`src/bus_control_regs.vh`:
```
// bus_control_regs.vh: offsets, bit positions, resets, status codes
// assumes: included by bare name from the top module only
`ifndef BUS_CONTROL_REGS_VH
`define BUS_CONTROL_REGS_VH
// ---------------------------------------------------------------
// register offsets
// ---------------------------------------------------------------
`define CTRL_ADDR   8'hd8
`define STAT_ADDR   8'hd9
`define DATA_ADDR   8'hda
`define OWN_ADDR    8'hdb
`define SCLL_ADDR   8'hdc
`define SCLH_ADDR   8'hdd
// ---------------------------------------------------------------
// control register bits
// ---------------------------------------------------------------
`define EN_BIT      6
`define STA_BIT     5
`define STO_BIT     4
`define SI_BIT      3
`define AA_BIT      2
`define SCL_SOURCE_SELECT_BIT   0
// ---------------------------------------------------------------
// reset values
// ---------------------------------------------------------------
`define BYTE_RST    8'h00
`define SCL_RST     8'h00
`define STAT_RST    8'hf8
// ---------------------------------------------------------------
// status codes
// ---------------------------------------------------------------
`define ST_NONE     8'hf8
`define ST_START    8'h08
`define ST_RSTART   8'h10
`define ST_MW_ACK   8'h18
`define ST_MW_NACK  8'h20
`define ST_MT_ACK   8'h28
`define ST_MT_NACK  8'h30
`define ST_ARB      8'h38
`define ST_MR_ACK   8'h40
`define ST_MR_NACK  8'h48
`define ST_MD_ACK   8'h50
`define ST_MD_NACK  8'h58
`define ST_SW       8'h60
`define ST_SG       8'h70
`define ST_SD_ACK   8'h80
`define ST_SD_NACK  8'h88
`define ST_SGD_ACK  8'h90
`define ST_SGD_NACK 8'h98
`define ST_SSTOP    8'ha0
`define ST_SR       8'ha8
`define ST_ST_ACK   8'hb8
`define ST_ST_NACK  8'hc0
`endif

```
`src/two_wire_bus_control.v`:
```
// two_wire_bus_control.v: control of a byte-wide two-wire bus port
// assumes: cpu port and timer pulse on clk; pins open-drain outside
// How it works
// cpu reads and writes control byte
// hardware sets event flag, clears stop
// clock select only used as master
// timer clock: overflow rate over two
// software runs timer in auto-reload mode
// else clock from high/low counts
// start waits free bus, half period
// start while master gives repeated start
// start accepted anytime; none when clear
// master stop, flag clears at stop
// slave stop: internal recovery only
// both flags: stop then start
// ack asserted pulls SDA low
// ack clear leaves SDA high
// event flag set on states, cpu clears
// irq when flag and both enables
// enable bit turns function on
// high/low counts set SCL phases
// code f8 never sets event flag
// general call only when enabled
// disabled: lines free, no events
`timescale 1ns/1ps
`default_nettype none
`include "bus_control_regs.vh"
module two_wire_bus_control (
    input  wire       clk,
    input  wire       rst_b,
    input  wire [7:0] addr,
    input  wire [7:0] wdata,
    input  wire       wr_en,
    input  wire       rd_en,
    output reg  [7:0] rdata,
    input  wire       timer_ovf,
    input  wire       global_irq_enable,
    input  wire       bus_irq_enable,
    output reg        irq,
    input  wire       scl_in,
    output reg        scl_out,
    output reg        scl_oe,
    input  wire       sda_in,
    output reg        sda_out,
    output reg        sda_oe
);
    // ---------------------------------------------------------------
    // master states
    // ---------------------------------------------------------------
    localparam [3:0] M_IDLE  = 4'h0;
    localparam [3:0] M_WAIT  = 4'h1;
    localparam [3:0] M_DLY   = 4'h2;
    localparam [3:0] M_SDA   = 4'h3;
    localparam [3:0] M_XFER  = 4'h4;
    localparam [3:0] M_STOP1 = 4'h5;
    localparam [3:0] M_STOP2 = 4'h6;
    localparam [3:0] M_STOP3 = 4'h7;
    localparam [3:0] M_RS1   = 4'h8;
    localparam [3:0] M_RS2   = 4'h9;

    // control byte fields
    reg        en, start_request_flag, stop_request_flag, si, aa, scl_source_select;
    reg  [7:0] status, own_addr, scl_high_count, scl_low_count;
    // byte engine
    reg  [7:0] shift;
    reg  [3:0] bitcnt;
    reg        armed, bit_in, tx, ack_low, addr_phase;
    reg        matched, gc_flag, addressed, master, busy;
    // master sequencer
    reg  [3:0] mstate, mstate_d;
    reg        sda_m_low, scl_m_low, rs_flag, si_prev;
    reg        scl_d, sda_d;
    wire       scl_s, sda_s, tick;

    // ---------------------------------------------------------------
    // pin synchronisers and line events
    // ---------------------------------------------------------------
    bit_sync u_scl_sync (
        .clk   (clk),
        .rst_b (rst_b),
        .d     (scl_in),
        .q     (scl_s)
    );
    bit_sync u_sda_sync (
        .clk   (clk),
        .rst_b (rst_b),
        .d     (sda_in),
        .q     (sda_s)
    );
    wire start_det = scl_s & scl_d & sda_d & ~sda_s;
    wire stop_det  = scl_s & scl_d & ~sda_d & sda_s;
    wire scl_rise  = scl_s & ~scl_d;
    wire scl_fall  = ~scl_s & scl_d;

    // ---------------------------------------------------------------
    // master clock source
    // ---------------------------------------------------------------
    // restart on any phase change so each phase is a full count
    wire restart = (scl_s ^ scl_d) | (mstate != mstate_d) | (si ^ si_prev);
    scl_rate_gen u_rate (
        .clk       (clk),
        .rst_b     (rst_b),
        .use_timer (scl_source_select),
        .timer_ovf (timer_ovf),
        .restart   (restart),
        .scl_high  (scl_s),
        .high_cnt  (scl_high_count),
        .low_cnt   (scl_low_count),
        .tick      (tick)
    );

    // ---------------------------------------------------------------
    // engine decode
    // ---------------------------------------------------------------
    wire [7:0] nxt_byte = {shift[6:0], bit_in};
    wire       hit_own  = nxt_byte[7:1] == own_addr[7:1];
    wire       hit_gc   = (nxt_byte[7:1] == 7'h00) & own_addr[0];
    wire       in_xfer  = master & (mstate == M_XFER);
    wire       eng_ok   = in_xfer | (~master & addressed);
    wire       eng_low  = eng_ok & armed & ~si &
                          ((~bitcnt[3] & tx & ~shift[7]) |
                           (bitcnt[3] & ack_low));
    wire       si_fell  = si_prev & ~si;
    wire       wr_ctrl  = wr_en & (addr == `CTRL_ADDR);
    wire       lost     = in_xfer & ~bitcnt[3] & tx & shift[7] & ~sda_s;

    // ---------------------------------------------------------------
    // registers, byte engine and master sequencer
    // ---------------------------------------------------------------
    always @(posedge clk or negedge rst_b) begin
        if (!rst_b) begin
            en <= 1'b0; start_request_flag <= 1'b0; stop_request_flag <= 1'b0;
            si <= 1'b0; aa <= 1'b0; scl_source_select <= 1'b0;
            status <= `STAT_RST;
            own_addr <= `BYTE_RST;
            scl_high_count <= `SCL_RST;
            scl_low_count <= `SCL_RST;
            shift <= `BYTE_RST;
            bitcnt <= 4'h0;
            armed <= 1'b0; bit_in <= 1'b1; tx <= 1'b0;
            ack_low <= 1'b0; addr_phase <= 1'b0;
            matched <= 1'b0; gc_flag <= 1'b0;
            addressed <= 1'b0; master <= 1'b0; busy <= 1'b0;
            mstate <= M_IDLE; mstate_d <= M_IDLE;
            sda_m_low <= 1'b0; scl_m_low <= 1'b0;
            rs_flag <= 1'b0; si_prev <= 1'b0;
            scl_d <= 1'b1; sda_d <= 1'b1;
        end else begin
            scl_d <= scl_s;
            sda_d <= sda_s;
            si_prev <= si;
            mstate_d <= mstate;
            // cpu writes; a clear of the event flag goes first so
            // an event in the same cycle still sets it
            if (wr_ctrl) begin
                en    <= wdata[`EN_BIT];
                start_request_flag   <= wdata[`STA_BIT];
                stop_request_flag   <= wdata[`STO_BIT];
                aa    <= wdata[`AA_BIT];
                scl_source_select <= wdata[`SCL_SOURCE_SELECT_BIT];
                if (!wdata[`SI_BIT] && si) begin
                    si     <= 1'b0;          // only a 0 clears
                    status <= `ST_NONE;
                end
            end
            if (wr_en && addr == `DATA_ADDR) shift <= wdata;
            if (wr_en && addr == `OWN_ADDR) own_addr <= wdata;
            if (wr_en && addr == `SCLH_ADDR) scl_high_count <= wdata;
            if (wr_en && addr == `SCLL_ADDR) scl_low_count <= wdata;
            if (!en) begin
                // idle everything and let go of both lines
                master <= 1'b0; addressed <= 1'b0;
                armed <= 1'b0; bitcnt <= 4'h0; busy <= 1'b0;
                ack_low <= 1'b0; addr_phase <= 1'b0;
                sda_m_low <= 1'b0; scl_m_low <= 1'b0;
                mstate <= M_IDLE;
            end else begin
                // start or repeated start seen on the bus
                if (start_det) begin
                    busy <= 1'b1;
                    bitcnt <= 4'h0;
                    armed <= 1'b0;
                    addr_phase <= 1'b1;
                    ack_low <= 1'b0;
                    tx <= master;
                    if (!master && addressed) begin
                        addressed <= 1'b0;
                        si <= 1'b1;
                        status <= `ST_SSTOP;
                    end
                end
                // stop frees the bus and ends a slave transfer
                if (stop_det) begin
                    busy <= 1'b0;
                    armed <= 1'b0;
                    addr_phase <= 1'b0;
                    if (addressed) begin
                        addressed <= 1'b0;
                        si <= 1'b1;
                        status <= `ST_SSTOP;
                    end
                end
                // sample on rising clock; lost arbitration drops out
                if (scl_rise && armed) begin
                    bit_in <= sda_s;
                    if (lost) begin
                        master <= 1'b0;
                        mstate <= M_IDLE;
                        scl_m_low <= 1'b0;
                        tx <= 1'b0;
                        addr_phase <= 1'b0;
                        si <= 1'b1;
                        status <= `ST_ARB;
                    end
                end
                // shift on falling clock, finish after the ack bit
                if (scl_fall) begin
                    if (!armed) begin
                        armed <= 1'b1;
                    end else if (!bitcnt[3]) begin
                        shift <= nxt_byte;
                        bitcnt <= bitcnt + 4'h1;
                        if (bitcnt == 4'h7) begin
                            matched <= hit_own | hit_gc;
                            gc_flag <= hit_gc & ~hit_own;
                            // low only when asked, else SDA stays high
                            ack_low <= ~tx & aa &
                                (addr_phase ? (~master & (hit_own | hit_gc))
                                            : (master | addressed));
                        end
                    end else begin
                        bitcnt <= 4'h0;
                        ack_low <= 1'b0;
                        addr_phase <= 1'b0;
                        if (in_xfer) begin
                            si <= 1'b1;
                            if (addr_phase) begin
                                tx <= ~shift[0];
                                if (shift[0])
                                    status <= bit_in ? `ST_MR_NACK : `ST_MR_ACK;
                                else
                                    status <= bit_in ? `ST_MW_NACK : `ST_MW_ACK;
                            end else if (tx) begin
                                status <= bit_in ? `ST_MT_NACK : `ST_MT_ACK;
                            end else begin
                                status <= ack_low ? `ST_MD_ACK : `ST_MD_NACK;
                            end
                        end else if (!master && addr_phase && matched && ack_low) begin
                            addressed <= 1'b1;
                            si <= 1'b1;
                            tx <= shift[0];
                            if (shift[0]) status <= `ST_SR;
                            else status <= gc_flag ? `ST_SG : `ST_SW;
                        end else if (!master && addressed) begin
                            si <= 1'b1;
                            if (tx) begin
                                status <= bit_in ? `ST_ST_NACK : `ST_ST_ACK;
                                if (bit_in) addressed <= 1'b0;
                            end else begin
                                if (gc_flag)
                                    status <= ack_low ? `ST_SGD_ACK : `ST_SGD_NACK;
                                else
                                    status <= ack_low ? `ST_SD_ACK : `ST_SD_NACK;
                                if (!ack_low) addressed <= 1'b0;
                            end
                        end
                    end
                end
                // slave-side stop: recover without touching the bus
                if (stop_request_flag && !master) begin
                    stop_request_flag <= 1'b0;
                    addressed <= 1'b0;
                end
                case (mstate)
                    M_IDLE: begin
                        // start request may come in any mode
                        if (start_request_flag && !master) begin
                            rs_flag <= 1'b0;
                            if (busy) begin
                                mstate <= M_WAIT;
                            end else begin
                                master <= 1'b1;
                                sda_m_low <= 1'b1;
                                mstate <= M_SDA;
                            end
                        end
                    end
                    M_WAIT: begin
                        if (!busy) mstate <= M_DLY;
                    end
                    M_DLY: begin
                        // half period after the stop that freed the bus
                        if (tick) begin
                            master <= 1'b1;
                            sda_m_low <= 1'b1;
                            mstate <= M_SDA;
                        end
                    end
                    M_SDA: begin
                        if (tick) begin
                            scl_m_low <= 1'b1;
                            si <= 1'b1;
                            status <= rs_flag ? `ST_RSTART : `ST_START;
                            mstate <= M_XFER;
                        end
                    end
                    M_XFER: begin
                        // keep SDA low until SCL is seen low after start
                        if (scl_fall) sda_m_low <= 1'b0;
                        if (si) begin
                            scl_m_low <= 1'b1;
                        end else if (si_fell && stop_request_flag) begin
                            sda_m_low <= 1'b1;
                            mstate <= M_STOP1;
                        end else if (si_fell && start_request_flag) begin
                            rs_flag <= 1'b1;
                            mstate <= M_RS1;
                        end else if (scl_m_low && tick) begin
                            scl_m_low <= 1'b0;
                        end else if (!scl_m_low && scl_s && tick) begin
                            scl_m_low <= 1'b1;
                        end
                    end
                    M_STOP1: begin
                        if (tick) begin
                            scl_m_low <= 1'b0;
                            mstate <= M_STOP2;
                        end
                    end
                    M_STOP2: begin
                        // wait for SCL really high, stretching counts
                        if (scl_s && tick) begin
                            sda_m_low <= 1'b0;
                            mstate <= M_STOP3;
                        end
                    end
                    M_STOP3: begin
                        if (stop_det) begin
                            stop_request_flag <= 1'b0;
                            master <= 1'b0;
                            mstate <= start_request_flag ? M_DLY : M_IDLE;
                        end
                    end
                    M_RS1: begin
                        if (tick) begin
                            scl_m_low <= 1'b0;
                            mstate <= M_RS2;
                        end
                    end
                    M_RS2: begin
                        if (scl_s && tick) begin
                            sda_m_low <= 1'b1;
                            mstate <= M_SDA;
                        end
                    end
                    default: begin
                        mstate <= M_IDLE;
                    end
                endcase
            end
        end
    end

    // ---------------------------------------------------------------
    // pins, interrupt and read port
    // ---------------------------------------------------------------
    // registered so outputs never glitch; costs one cycle of lag
    always @(posedge clk or negedge rst_b) begin
        if (!rst_b) begin
            scl_out <= 1'b0;
            sda_out <= 1'b0;
            scl_oe  <= 1'b0;
            sda_oe  <= 1'b0;
            irq     <= 1'b0;
            rdata   <= 8'h00;
        end else begin
            scl_out <= 1'b0;
            sda_out <= 1'b0;
            // slave stretches SCL while the cpu serves the event
            scl_oe  <= en & (scl_m_low | (~master & addressed & si));
            sda_oe  <= en & (sda_m_low | eng_low);
            irq     <= si & global_irq_enable & bus_irq_enable;
            rdata   <= 8'h00;
            if (rd_en) begin
                case (addr)
                    `CTRL_ADDR: rdata <= {1'b0, en, start_request_flag, stop_request_flag, si, aa, 1'b0, scl_source_select};
                    `STAT_ADDR: rdata <= status;
                    `DATA_ADDR: rdata <= shift;
                    `OWN_ADDR:  rdata <= own_addr;
                    `SCLH_ADDR: rdata <= scl_high_count;
                    `SCLL_ADDR: rdata <= scl_low_count;
                    default:    rdata <= 8'h00;
                endcase
            end
        end
    end
endmodule // two_wire_bus_control
`default_nettype wire

```
`src/bit_sync.v`:
```
// bit_sync.v: two-flop synchroniser for one bus line
// assumes: line idles high, so both flops reset to one
`timescale 1ns/1ps
`default_nettype none
module bit_sync (
    input  wire clk,
    input  wire rst_b,
    input  wire d,
    output reg  q
);
    reg meta;
    // ---------------------------------------------------------------
    // two stages; only the second is read outside
    // ---------------------------------------------------------------
    always @(posedge clk or negedge rst_b) begin
        if (!rst_b) begin
            meta <= 1'b1;
            q    <= 1'b1;
        end else begin
            meta <= d;
            q    <= meta;
        end
    end
endmodule // bit_sync
`default_nettype wire

```
`src/scl_rate_gen.v`:
```
// scl_rate_gen.v: half-period tick for the master clock
// assumes: timer pulse is one clk cycle wide and on clk
`timescale 1ns/1ps
`default_nettype none
module scl_rate_gen (
    input  wire       clk,
    input  wire       rst_b,
    input  wire       use_timer,
    input  wire       timer_ovf,
    input  wire       restart,
    input  wire       scl_high,
    input  wire [7:0] high_cnt,
    input  wire [7:0] low_cnt,
    output wire       tick
);
    reg  [7:0] count;
    wire [7:0] raw = scl_high ? high_cnt : low_cnt;
    // a zero count would wrap to a 256-clock phase, so treat it as one
    wire [7:0] lim = (raw == 8'h00) ? 8'h01 : raw;
    wire       int_tick = ~restart & (count == lim - 8'h01);
    // each overflow ends one half period: bit rate is ovf / 2
    assign tick = use_timer ? timer_ovf : int_tick;
    // ---------------------------------------------------------------
    // phase counter, restarted on every SCL, state or event-flag change
    // ---------------------------------------------------------------
    always @(posedge clk or negedge rst_b) begin
        if (!rst_b) begin
            count <= 8'h00;
        end else if (restart | int_tick) begin
            count <= 8'h00;
        end else begin
            count <= count + 8'h01;
        end
    end
endmodule // scl_rate_gen
`default_nettype wire

```
`config.mk`:
```
export PLATFORM = sky130hd
export DESIGN_NAME = two_wire_bus_control
export DESIGN_NICKNAME = d
export VERILOG_FILES = /design/src/two_wire_bus_control.v /design/src/bit_sync.v /design/src/scl_rate_gen.v
export VERILOG_INCLUDE_DIRS = /design/src /design/src/src
export SDC_FILE = /design/constraint.sdc
export NUM_CORES = 1
export LEC_CHECK = 0
export BUFFER_PORTS_ARGS = -buffer_cell sky130_fd_sc_hd__buf_4
export CORE_UTILIZATION = 60
export CTS_CLUSTER_DIAMETER = 80
export DETAILED_ROUTE_END_ITERATION = 8
export GPL_ROUTABILITY_DRIVEN = 0
export PLACE_DENSITY_LB_ADDON = 0.25
export SLEW_MARGIN = 15
export SYNTH_ARGS = -nofsm -noshare
export SYNTH_HDL_FRONTEND = slang
export SYNTH_HIERARCHICAL = 1
export SYNTH_SLANG_ARGS = --single-unit
```
`constraint.sdc`:
```
create_clock -name clk -period 8 [get_ports clk]
set_clock_uncertainty 0.2 [all_clocks]
set_input_delay 1.2 -clock clk [delete_from_list [all_inputs] [get_ports clk]]
set_output_delay 1.2 -clock clk [all_outputs]
set_load 0.02 [all_outputs]
```
==> impl_metrics.py <==
metrics = {
    "synth": {
        "yosys_warnings": 6,
        "synth_cell_types": 86,
        "synth_edf_count": 0,
        "syn_area_um2": 6030,
        "syn_inst": 614,
        "postSynthAreaPerCell_um2": 9.82,
        "yosysSeqAreaShare_pct": 40.5,
        "synth_flop_cell": "dfrtp_1",
        "ys_ff_latch": 97,
        "async_flop_share_pct": 100,
    },
    "global_routing": {
        "grt_pass1_vias": 4944,
        "grt_pass1_wl_um": 24900,
        "grt_max_degree": 53,
        "grtUsageTotal_pct": 30.9,
        "antenna_found_initial": 0,
        "grt_remaining_overflow": 0,
    },
    "sta": {
        "fin_hold_ws_ns": 0.163,
        "tns_ns": 0,
        "final_max_slew_viol_count": 0,
        "period_needed_ns": 5.24,
        "setup_viol": 0,
        "slew-limit-headroom_pct": 35.6,
        "min_period_over_period_pct": 65.5,
        "tightest_slew_ns": 0.961,
        "final-hold-violation-count": 0,
        "clock.fmax_mhz": 191,
        "grt_setup_unrepaired": "no",
    },
    "setup_path": {
        "cp-start-kind": "flip-flop",
        "end_kind": "flip-flop",
        "reg2regPathDepth": 15,
        "critPathKind": "reg2reg",
        "required_ns": 8.11,
        "critPathMaxFanout": 26,
        "arrival_ns": 5.35,
    },
    "min_path": {
        "hold-path-cell-count": 0,
        "holdCritPathClass": "reg2reg",
    },
    "floorplan": {
        "initial_utilization_pct": 61.7,
        "die_h_um": 102,
        "die_w_um": 102,
        "core_area_um2": 9770,
        "dieArea_um2": 10500,
        "fp-row-count": 36,
        "ios": 38,
    },
    "pwr": {
        "switching_share_pct": 30.9,
        "clkPwrFrac_pct": 30.6,
        "p_comb_share_pct": 16.0,
        "ir_worst_vdd_mv": 0.0959,
        "pwr-share-seq_pct": 53.5,
        "p_int_mw": 0.715,
        "powerDensity_nw_per_um2": 159,
        "p_leak_nw": 2.83,
        "p_switching_mw": 0.319,
    },
    "routing": {
        "antenna_left": 0,
        "drt_iter0_drc": 514,
        "routed-via-count": 5136,
        "routed_via_density": 6.75,
        "drcViolationCount": 0,
        "drtPass1Iterations": 5,
        "wirelength_um": 15400,
        "wire_per_inst_um": 20.2,
    },
    "cells_and_area": {
        "diodes": 0,
        "layout.cells.non_filler": 761,
        "fill_cells": 764,
        "nets": 657,
        "syn_to_final_growth_pct": 7.57,
        "layout-drive-gt1-share_pct": 16.4,
    },
    "placed_design": {
        "placed_cells": 745,
        "hpwl_um": 10900,
        "portBuffers": 35,
    },
    "clock_tree": {
        "clkLatencyLatePin_ns": 0.37,
        "path_clk_slew_ns": 0.10,
        "cts_tree": "yes",
        "htree_levels": 3,
        "cts_hold_buf": 0,
        "post_cts_buffers": 0,
        "cts.sinks": 97,
        "cts_resized": 0,
        "clockBufferDepth": 2,
        "cts-root-buf": "clkbuf_8",
        "cts_buffers": 9,
    },
    "outcome": {
        "outcome": "completed",
    },
    "run": {
        "drv_cap": 0,
    },
}
[cell usage in the layout (no fill, tap or decap), drive strengths merged, types with 4 or more instances in the layout]
master	n
a22oi	15
dfrtp	85
a31oi	9
clkbuf	10
o22ai	8
xnor2	19
dfstp	12
buf	38
or3	4
ha	9
mux2	34
nor4	8
a21boi	7
a21oi	36
nor3	17
a211oi	4
nand2	23
and3	8
o31ai	7
inv	16
nor2b	8
nand3	21
xor2	10
o21ai	38
nor2	50
nand4	12
mux2i	28
nand2b	12
nor3b	11
nor4b	5
[cells by family after synthesis]
family	after synthesis	share of synthesized area [%]
simple gates	197	19.6
xor+xnor	29	4.21
compound gates	163	18.3
fa+ha+maj	9	1.87
flops	97	40.5
other cells	1	0.0622
buf+inv	55	4.07
mux	63	11.4
[critical path, stage by stage (launching register included)]
cell and delay [ns]:
dfstp_2 0.89, mux2i_1 0.57, nor2_1 0.13, nor2_1 0.12, ha_1 0.22, xor2_1 0.21, xnor2_1 0.08, a211oi_1 0.18
nand4_1 0.19, or4_1 0.45, o31ai_2 0.78, nor2b_1 0.31, nor3b_1 0.33, nor2_1 0.14, a21oi_2 0.21, nand2b_1 0.14
[Yosys cell counts (10+ instances only)]
library cell	n	area, µm²
xnor2_1	19	166
mux2_1	22	248
mux2i_1	28	280
nand2b_1	11	68.8
nand2_1	20	75.1
a22oi_1	15	113
inv_1	12	45.0
nor2_1	49	184
nor3b_1	11	82.6
dfrtp_1	85	2130
nand4_1	10	62.6
dfstp_2	12	315
clkbuf_1	22	82.6
mux2_2	11	124
xor2_1	10	87.6
buf_2	13	65.1
nand3_1	20	100
nor3_1	17	85.1
a21oi_1	35	175
o21ai_0	34	170
[worst paths after layout]
check | startpoint | end | slack (ns)
worst max-delay path | u_scl_sync/q | si | 2.76
worst min-delay path | u_sda_sync/meta | u_sda_sync/q | 0.16
worst max register to register | u_scl_sync/q | si | 2.76
worst min register to register | u_sda_sync/meta | u_sda_sync/q | 0.16
max in group asynchronous | rst_b | addressed | 5.88
min in group asynchronous | rst_b | mstate[2] | 0.63
[metal layers]
layer	track usage [%]	up-vias	wire, µm
met5	0	-	0
met4	11.2	0	321
met3	6.02	36	1270
met2	49.6	259	7340
met1	41.8	2534	6430
li1	-	2307	-
[per-stage QoR]
stage | cell area [µm²] | setup WS [ns] | total power, mW | util (%)
finish | 6490 | 2.76 | 1.03 | 66.4
global route | 6490 | 2.41 | 1.08 | 66.4
CTS | 6490 | 2.86 | 1.04 | 66.4
detailed placement | 6290 | 2.89 | 0.724 | 64.4
global placement | 6290 | 3.07 | 0.714 | 64.4
floorplan | 6040 | 4.04 | 0.668 | -
[flip-flops by register name, summed over array words and instances, names as in the netlist, 4 cells and up]
register        cells
mstate_d            4
u_rate/count        8
status              8
mstate              4
scl_low_count       8
scl_high_count      8
rdata               8
bitcnt              4
own_addr            8
shift               8
[power by group through the flow]
stage          registers (mW)  logic, mW  clock network, mW
6_report                0.553      0.165              0.316
5_1_grt                 0.556      0.181              0.339
4_1_cts                 0.551      0.164              0.320
3_5_place_dp            0.561      0.163                  0
3_3_place_gp            0.559      0.156                  0
2_1_floorplan           0.540      0.128                  0
[final cells by class]
cell class | count | area (µm²) | area share [%]
inverter | 14 | 52.6 | 0.810
sequential | 97 | 2440 | 37.6
timing repair buffer | 38 | 285 | 4.40
multi-input combinational | 463 | 3350 | 51.6
tap | 133 | 166 | 2.56
clock inverter | 6 | 56.3 | 0.868
clock buffer | 10 | 138 | 2.12
No activity file was read; power rests on OpenSTA's default activity.
